<file path="src/iss_pkg.sv">
// constants, types and register map of the instrument state store
// assumes one 100 MHz clock and a single APB master
//
// What this block does
// - six nonvolatile state slots, indexed 0 to 5, each a full configuration
// - power down always writes the live configuration into slot 0
// - a store overwrites the addressed slot silently; slots 6 and 7 error
// - recall of an empty or deleted slot errors and keeps configuration
// - a slot holds every module's configuration words and module types
// - factory reset leaves slots alone; only store, delete, name, power down change them
// - after delivery slot 0 holds power-on setup, slots 1 to 5 empty
// - recall checks module types; a mismatched module gets a card reset instead
// - names are accepted for slots 1 to 5 only, never slot 0
// - name: up to 12 chars, uppercase letter first, then uppercase letters digits underscore
// - an unnamed slot reads back an empty name
// - naming with no name erases the name, keeping state and valid flag
// - remote recall addresses slots by number only
// - delete clears state and valid flag but keeps the name
// - auto recall, default on: power up restores slot 0, else factory reset
// - valid query reads 1 for a stored state, 0 otherwise
// - slot count query always reads 6
package iss_pkg;

    localparam int NSLOT = 6;
    localparam int NMOD  = 3;
    localparam int CFGW  = 32;
    localparam int TYPW  = 4;
    localparam int NAMEC = 12;
    localparam int NAMEW = 96;

    // ------------------------------------------------------------
    // register byte addresses
    // ------------------------------------------------------------
    localparam logic [7:0] A_CMD   = 8'h00;
    localparam logic [7:0] A_STAT  = 8'h04;
    localparam logic [7:0] A_AUTO  = 8'h08;
    localparam logic [7:0] A_NLEN  = 8'h0c;
    localparam logic [7:0] A_NBUF  = 8'h10;
    localparam logic [7:0] A_QSLOT = 8'h1c;
    localparam logic [7:0] A_QNAME = 8'h20;
    localparam logic [7:0] A_CFG   = 8'h2c;
    localparam logic [7:0] A_MTYPE = 8'h38;
    localparam logic [7:0] A_ISTAT = 8'h3c;
    localparam logic [7:0] A_IMASK = 8'h40;

    // ------------------------------------------------------------
    // fields and values after reset
    // ------------------------------------------------------------
    localparam int CMD_OP_LSB   = 0;
    localparam int CMD_SLOT_LSB = 4;
    localparam int ST_AUTO_BIT  = 8;
    localparam int ST_ERR_BIT   = 9;
    localparam int ST_NST_LSB   = 16;
    localparam logic [2:0]  SLOT_COUNT = 3'h6;
    localparam logic        AUTO_RST   = 1'b1;
    localparam logic [5:0]  VALID_RST  = 6'h01;
    localparam logic [31:0] CFG_PON    = 32'h0;
    localparam int IRQ_DONE = 0;
    localparam int IRQ_ERR  = 1;
    localparam int IRQ_CARD = 2;

    typedef enum logic [2:0] {
        OP_NONE, OP_STORE, OP_RECALL, OP_DELETE, OP_NAME, OP_FACTORY
    } iss_op_t;

    typedef struct packed {
        logic [NSLOT-1:0][NMOD-1:0][CFGW-1:0] sl_cfg;
        logic [NSLOT-1:0][NMOD-1:0][TYPW-1:0] sl_typ;
        logic [NSLOT-1:0]                     sl_val;
        logic [NSLOT-1:0][NAMEW-1:0]          sl_name;
        logic [NMOD-1:0][CFGW-1:0]            cfg;
        logic [NMOD-1:0]                      cpor;
        logic                                 auto_on;
        logic [3:0]                           nlen;
        logic [NAMEW-1:0]                     nbuf;
        logic [2:0]                           qslot;
        logic                                 err;
        logic [2:0]                           istat;
        logic [2:0]                           imask;
        logic                                 irq;
        logic [31:0]                          prdata;
        logic                                 pready;
        logic                                 pslverr;
    } iss_state_t;

endpackage

</file>
<file path="src/iss_name_if.sv">
// carries a candidate slot name to the name checker and its verdict back
// assumes both ends share the block clock
`timescale 1ns/1ns
interface iss_name_if;
    logic [95:0] name;
    logic [3:0]  len;
    logic        ok;
    modport chk (input name, input len, output ok);
    modport usr (output name, output len, input ok);
endinterface

</file>
<file path="src/iss_name_chk.sv">
// checks a slot name for length and allowed characters
// assumes char 0 sits in bits 7:0; purely combinational
`timescale 1ns/1ns
module iss_name_chk
    import iss_pkg::*;
(
    iss_name_if.chk nif
);

    always_comb begin
        logic [7:0] c;
        logic       good;
        c    = 8'h00;
        good = (nif.len <= 4'(NAMEC));
        for (int k = 0; k < NAMEC; k++) begin
            c = nif.name[8*k +: 8];
            if (k < int'(nif.len)) begin
                if (k == 0) begin
                    good = good & (c >= 8'h41) & (c <= 8'h5a);
                end else begin
                    good = good & (((c >= 8'h41) & (c <= 8'h5a))
                                 | ((c >= 8'h30) & (c <= 8'h39))
                                 | (c == 8'h5f));
                end
            end
        end
        nif.ok = good;
    end

endmodule

</file>
<file path="src/iss_store.sv">
// six-slot instrument state store with APB register access
// assumes an APB master, synchronous power events and module type inputs
`timescale 1ns/1ns
module iss_store
    import iss_pkg::*;
(
    input  wire logic                       pclk,
    input  wire logic                       presetn,
    input  wire logic                       psel,
    input  wire logic                       penable,
    input  wire logic                       pwrite,
    input  wire logic [7:0]                 paddr,
    input  wire logic [31:0]                pwdata,
    output logic      [31:0]                prdata,
    output logic                            pready,
    output logic                            pslverr,
    input  wire logic                       pwr_down,
    input  wire logic                       pwr_up,
    input  wire logic [NMOD-1:0][TYPW-1:0]  mod_type,
    output logic      [NMOD-1:0][CFGW-1:0]  cfg_out,
    output logic      [NMOD-1:0]            card_power_on_reset,
    output logic                            irq
);

    iss_state_t s_q;
    iss_state_t s_d;

    iss_name_if nif ();

    // ------------------------------------------------------------
    // name checker
    // ------------------------------------------------------------
    assign nif.name = s_q.nbuf;
    assign nif.len  = s_q.nlen;

    iss_name_chk u_chk (
        .nif (nif.chk)
    );

    // ------------------------------------------------------------
    // read decode
    // ------------------------------------------------------------
    logic [31:0] rd_val;
    logic        hit;

    always_comb begin
        logic [7:0] off;
        logic [1:0] wi;
        off    = 8'h00;
        wi     = 2'h0;
        rd_val = 32'h0;
        hit    = (paddr[1:0] == 2'h0);
        if (paddr >= A_NBUF && paddr < A_QSLOT) begin
            off    = paddr - A_NBUF;
            wi     = off[3:2];
            rd_val = s_q.nbuf[32*wi +: 32];
        end else if (paddr >= A_QNAME && paddr < A_CFG) begin
            off    = paddr - A_QNAME;
            wi     = off[3:2];
            // an unnamed slot holds all zero, read as an empty string
            if (s_q.qslot < 3'(NSLOT)) begin
                rd_val = s_q.sl_name[s_q.qslot][32*wi +: 32];
            end
        end else if (paddr >= A_CFG && paddr < A_MTYPE) begin
            off    = paddr - A_CFG;
            wi     = off[3:2];
            rd_val = s_q.cfg[wi];
        end else begin
            unique case (paddr)
                A_CMD: begin
                    rd_val = 32'h0;
                end
                A_STAT: begin
                    rd_val[NSLOT-1:0]          = s_q.sl_val;
                    rd_val[ST_AUTO_BIT]        = s_q.auto_on;
                    rd_val[ST_ERR_BIT]         = s_q.err;
                    rd_val[ST_NST_LSB +: 3]    = SLOT_COUNT;
                end
                A_AUTO: begin
                    rd_val[0] = s_q.auto_on;
                end
                A_NLEN: begin
                    rd_val[3:0] = s_q.nlen;
                end
                A_QSLOT: begin
                    rd_val[2:0] = s_q.qslot;
                end
                A_MTYPE: begin
                    rd_val[NMOD*TYPW-1:0] = mod_type;
                end
                A_ISTAT: begin
                    rd_val[2:0] = s_q.istat;
                end
                A_IMASK: begin
                    rd_val[2:0] = s_q.imask;
                end
                default: begin
                    hit = 1'b0;
                end
            endcase
        end
    end

    // ------------------------------------------------------------
    // next state
    // ------------------------------------------------------------
    always_comb begin
        logic        wr;
        iss_op_t     op;
        logic [2:0]  slot;
        logic        rc_go;
        logic [2:0]  rc_slot;
        logic [2:0]  ev;
        logic [2:0]  clr;
        logic [7:0]  off;
        logic [1:0]  wi;
        s_d     = s_q;
        wr      = psel & penable & pwrite & s_q.pready & hit;
        op      = OP_NONE;
        slot    = 3'h0;
        rc_go   = 1'b0;
        rc_slot = 3'h0;
        ev      = 3'h0;
        clr     = 3'h0;
        off     = 8'h00;
        wi      = 2'h0;
        s_d.cpor    = '0;
        s_d.pready  = 1'b0;
        s_d.pslverr = 1'b0;

        // no wait state: setup cycle latches the answer
        if (psel && !penable) begin
            s_d.pready  = 1'b1;
            s_d.prdata  = hit ? rd_val : 32'h0;
            s_d.pslverr = ~hit;
        end

        if (wr) begin
            if (paddr >= A_NBUF && paddr < A_QSLOT) begin
                off = paddr - A_NBUF;
                wi  = off[3:2];
                s_d.nbuf[32*wi +: 32] = pwdata;
            end else if (paddr >= A_CFG && paddr < A_MTYPE) begin
                off = paddr - A_CFG;
                wi  = off[3:2];
                s_d.cfg[wi] = pwdata;
            end else begin
                unique case (paddr)
                    A_CMD: begin
                        // codes past factory reset are reserved and do nothing
                        if (pwdata[CMD_OP_LSB +: 3] <= 3'(OP_FACTORY)) begin
                            op = iss_op_t'(pwdata[CMD_OP_LSB +: 3]);
                        end
                        slot = pwdata[CMD_SLOT_LSB +: 3];
                    end
                    A_AUTO: begin
                        s_d.auto_on = pwdata[0];
                    end
                    A_NLEN: begin
                        s_d.nlen = pwdata[3:0];
                    end
                    A_QSLOT: begin
                        s_d.qslot = pwdata[2:0];
                    end
                    A_ISTAT: begin
                        clr = pwdata[2:0];
                    end
                    A_IMASK: begin
                        s_d.imask = pwdata[2:0];
                    end
                    default: begin
                    end
                endcase
            end
        end

        // --------------------------------------------------------
        // commands
        // --------------------------------------------------------
        if (op != OP_NONE) begin
            ev[IRQ_DONE] = 1'b1;
            s_d.err      = 1'b0;
        end
        unique case (op)
            OP_STORE: begin
                if (slot < 3'(NSLOT)) begin
                    s_d.sl_cfg[slot] = s_q.cfg;
                    s_d.sl_typ[slot] = mod_type;
                    s_d.sl_val[slot] = 1'b1;
                end else begin
                    s_d.err = 1'b1;
                end
            end
            OP_RECALL: begin
                if (slot < 3'(NSLOT) && s_q.sl_val[slot]) begin
                    rc_go   = 1'b1;
                    rc_slot = slot;
                end else begin
                    s_d.err = 1'b1;
                end
            end
            OP_DELETE: begin
                if (slot < 3'(NSLOT)) begin
                    s_d.sl_cfg[slot] = '0;
                    s_d.sl_typ[slot] = '0;
                    s_d.sl_val[slot] = 1'b0;
                end else begin
                    s_d.err = 1'b1;
                end
            end
            OP_NAME: begin
                if (slot == 3'h0 || slot >= 3'(NSLOT)) begin
                    s_d.err = 1'b1;
                end else if (s_q.nlen == 4'h0) begin
                    s_d.sl_name[slot] = '0;
                end else if (nif.ok) begin
                    for (int k = 0; k < NAMEC; k++) begin
                        s_d.sl_name[slot][8*k +: 8] =
                            (k < int'(s_q.nlen)) ? s_q.nbuf[8*k +: 8] : 8'h00;
                    end
                end else begin
                    s_d.err = 1'b1;
                end
            end
            OP_FACTORY: begin
                // slots are untouched, only the live setup reverts
                for (int m = 0; m < NMOD; m++) begin
                    s_d.cfg[m] = CFG_PON;
                end
            end
            default: begin
            end
        endcase
        if (s_d.err && op != OP_NONE) begin
            ev[IRQ_ERR] = 1'b1;
        end

        // --------------------------------------------------------
        // power events, taking precedence over a same-cycle command
        // --------------------------------------------------------
        if (pwr_down) begin
            s_d.sl_cfg[0] = s_q.cfg;
            s_d.sl_typ[0] = mod_type;
            s_d.sl_val[0] = 1'b1;
        end
        if (pwr_up) begin
            rc_go = 1'b0;
            if (s_q.auto_on && s_q.sl_val[0]) begin
                rc_go   = 1'b1;
                rc_slot = 3'h0;
            end else begin
                for (int m = 0; m < NMOD; m++) begin
                    s_d.cfg[m] = CFG_PON;
                end
            end
        end

        // --------------------------------------------------------
        // recall with module type check
        // --------------------------------------------------------
        if (rc_go) begin
            for (int m = 0; m < NMOD; m++) begin
                if (s_q.sl_typ[rc_slot][m] == mod_type[m]) begin
                    s_d.cfg[m] = s_q.sl_cfg[rc_slot][m];
                end else begin
                    // a foreign card would misread a saved setup
                    s_d.cfg[m]  = CFG_PON;
                    s_d.cpor[m] = 1'b1;
                    ev[IRQ_CARD] = 1'b1;
                end
            end
        end

        // --------------------------------------------------------
        // interrupt: a same-cycle event beats its clear
        // --------------------------------------------------------
        s_d.istat = (s_q.istat & ~clr) | ev;
        s_d.irq   = |(s_d.istat & s_d.imask);
    end

    // ------------------------------------------------------------
    // state register
    // ------------------------------------------------------------
    always_ff @(posedge pclk or negedge presetn) begin
        if (!presetn) begin
            s_q         <= '0;
            s_q.auto_on <= AUTO_RST;
            s_q.sl_val  <= VALID_RST;
        end else begin
            s_q <= s_d;
        end
    end

    assign prdata              = s_q.prdata;
    assign pready              = s_q.pready;
    assign pslverr             = s_q.pslverr;
    assign cfg_out             = s_q.cfg;
    assign card_power_on_reset = s_q.cpor;
    assign irq                 = s_q.irq;

endmodule

</file>
<file path="config.mk">
export PLATFORM = sky130hd
export DESIGN_NAME = iss_store
export DESIGN_NICKNAME = d
export VERILOG_FILES = /design/src/iss_pkg.sv /design/src/iss_name_if.sv /design/src/iss_name_chk.sv /design/src/iss_store.sv
export SDC_FILE = /design/constraint.sdc
export NUM_CORES = 2
export LEC_CHECK = 0
export ABC_AREA = 1
export BUFFER_PORTS_ARGS = -buffer_cell sky130_fd_sc_hd__buf_2
export CELL_PAD_IN_SITES_DETAIL_PLACEMENT = 0
export CELL_PAD_IN_SITES_GLOBAL_PLACEMENT = 1
export CORE_ASPECT_RATIO = 0.9
export CORE_MARGIN = 2
export CORE_UTILIZATION = 43
export DETAILED_ROUTE_END_ITERATION = 8
export GPL_ROUTABILITY_DRIVEN = 0
export PLACE_DENSITY_LB_ADDON = 0.1
export SETUP_SLACK_MARGIN = 0.05
export SLEW_MARGIN = 5
export SYNTH_ARGS = -nofsm -noshare
export SYNTH_HDL_FRONTEND = slang
export SYNTH_HIERARCHICAL = 1
export SYNTH_SLANG_ARGS = --single-unit
</file>
<file path="constraint.sdc">
create_clock -name pclk -period 3.03 [get_ports pclk]
set_clock_uncertainty 0.2 [all_clocks]
set_input_delay 0.606 -clock pclk [delete_from_list [all_inputs] [get_ports pclk]]
set_output_delay 0.606 -clock pclk [all_outputs]
set_load 0.02 [all_outputs]
</file>
==> qor.txt <==
share of layout cells above drive strength 1: 21.36%
nets@finish: 8894
max incr delay on CP: 0.19 ns
CTS clock-pin slew for the worst setup and hold paths: 0.06 ns
register area share after synthesis: 52.09%
max cap viols: 0
gr ovfl total: 0
Layout area overhead: 26.31%
remaining antenna violation count: 0
minimum clock period: 3.639 ns
Die Wd: 431.9 um
Layout fillers: 15000
Yosys reg bits: 1475
Distinct cells, synth: 58
fmax: 274.8 MHz
CTS Buffer Depth: 3
Worst-Skew Late Latency: 0.84 ns
Synth area leaders: dfrtp_1, o21ai_0, nand2_1, a21oi_1, inv_1
dpl cell area: 78620 um2
worst setup margin: -0.6092 ns
global-route wire length before repair: 458200 um
Worst R2R Setup Slack: -0.57 ns
TNS Setup: -178.42 ns
Via Count: 68800
largest net degree at the start of global routing: 108
total power: 42.90 mW
crit path capture type: register
Hold Crit Class: input port to register
CP delay by family, top: simple AND/OR/NAND/NOR gates
fin. max-slew vios: 0
Synth Area in Simple Gates: 12.20%
relative slew slack: 33.29%
Mapped Area: 70860 um2
Die Footprint: 168100 um2
core area: 163900 um2
CTS tree: done
XOR/XNOR share of the synthesized area: 0%
buffer and inverter count on the worst path: 11
DRT Pass-1 Iters: 6
most common cell after layout, fill and taps aside: dfrtp_1
Yosys warning total: 6
Worst EP required: 3.57 ns
row cnt: 141
vias in the first global route: 64010
Final Hold Viols: 0
top-level port count: 193
Mean Syn Cell Area: 8.391 um2
CP max FO: 8
initial core utilization: 43.24%
RSZ-0062 raised after global routing: true
largest family of logic cells by synthesized area: compound AO/OA/AOI/OAI gates
HPWL after detailed placement: 203400 um
area share of the largest cell type after synthesis: 52.02%
CP startpoint kind: input port
P_leak: 41.81 nW
number of synthesized flops with an enable pin: 0
worst hold slack: 0.04134 ns
drt first-iter violations: 9141
H-tree levels: 4
Post-Synth Adder-Cell Area: 0.1236%
net count after synthesis: 8511
DRC: 0
vias per inst: 6.186
PwrDens: 479.3 nW/um2
initial antenna violation count: 29
All-Layer GR Usage: 37.00%
Wirelength per Cell: 29.00 um
post-synthesis compound-gate area fraction: 25.14%
status: complete, but fails checks
Worst Tran Pin Value: 1.001 ns
failing checks: negative setup slack
critical path's slowest cell: buf_6
Place WS: -1.585 ns
post-synthesis mux area share: 0.9535%
Worst VDD drop: 0.4372 mV
Finished Cell Area: 89500 um2
CP Class: input port to register
WP data arrival: 4.17 ns
final period utilization: 120.1%
ys async rst share: 100.0%
area leader, netlist: dfrtp_1
Most used DFF post-synth: dfrtp_1
TritonCTS buffer count: 166
final wirelength: 322500 um
Root Buffer Master: clkbuf_16
Die Span Y: 389.1 um
final setup violation count: 583
buffers added on ports: 192
clock sink count: 1475
Post-Syn Instances: 8445
most frequent cells in the layout: dfrtp_1, o21ai_0, nand2_1, inv_1, a21oi_1
routing by layer:
metal,vias to the layer above,wire length [um],track usage [%]
met3,667,37700,10.74
met5,-,84,0
met1,34600,137600,54.04
met2,3972,134100,51.60
met4,14,12980,13.78
li1,29550,-,-
worst paths after layout:
kind / startpoint / to / depth (start not counted)
max: paddr[3] / cfg_out[56] / 33
min: pwdata[21] / cfg_out[53] / 3
max reg2reg: pready / cfg_out[56] / 26
min reg2reg: s_q[329] / s_q[329] / 0
max in group asynchronous: presetn / s_q[360] / 4
min in group asynchronous: presetn / s_q[877] / 2
worst min-delay path: stages:
cell and delay [ns]:
buf_2 0.18, o21ai_0 0.19, o21ai_1 0.06
layout make-up:
type	count	area, um2	share of cell area (%)
Antenna cell	15	37.54	0.04194
Sequential cell	1475	36930	41.26
Multi-Input combinational cell	5340	29420	32.87
Clock inverter	41	541.8	0.6053
Clock buffer	261	5146	5.750
Tap cell	2145	2684	2.999
Timing Repair inverter	1	7.507	0.008388
Timing Repair Buffer	1099	11890	13.29
Inverter	745	2848	3.182
logic make-up (layout without fill, tap and decap cells):
kind of cell    Yosys count  count (layout)
mux                      60              60
buf+inv                1630            2147
flops                  1475            1475
fa+ha+maj                 7               7
simple gates           2105            2105
other cells               0              15
compound gates         3168            3168
cells in the mapped netlist, types with 7 or more instances:
library cell	instances
nand3_2	7
mux2_2	60
a21oi_1	754
o221ai_1	13
nand3_1	282
o31ai_2	19
ha_1	7
o21ai_0	1550
o22ai_1	363
o21ai_1	72
nor3_1	11
a31oi_1	14
a221oi_1	13
a22oi_1	65
o211ai_1	43
nor2_1	449
buf_4	137
clkbuf_1	639
dfrtp_1	1473
nand4_1	40
inv_1	725
inv_2	14
nand2_1	1278
buf_2	40
buf_1	64
nor2_2	8
o31ai_1	119
a32o_1	110
metrics by stage:
stage / utilization [%] / instances
floorplan: - / 8445
global placement: 47.97 / 10650
detailed placement: 47.97 / 10650
CTS: 52.98 / 11050
global route: 54.60 / 11110
finish: 54.61 / 11120
state kept, by name, summed over array words and instances, names as in the netlist, named ones only:
| signal | cells |
|---|---|
| s_q | 1236 |
| cfg_out | 96 |
| nif.name | 96 |
| prdata | 32 |
| nif.len | 4 |
| card_power_on_reset | 3 |
| irq | 1 |
| pready | 1 |
| pslverr | 1 |
power breakdown:
part           internal, mW  switching [mW]  total [mW]
combinational         0.524            1.47        2.00
clock                  12.3            8.87        21.2
sequential             19.7          0.0231        19.7
repair_timing:
action                                  in CTS  in global routing
endpoints found under the setup margin     584                795
hold buffers                                13                  0
resized for setup                          229                484
gates cloned                                39                 38
hold endpoints to repair                   342                  0
buffers inserted                            46                 27
pin swaps                                   38                 76
Note: power is estimated with default switching activity, not from simulation.
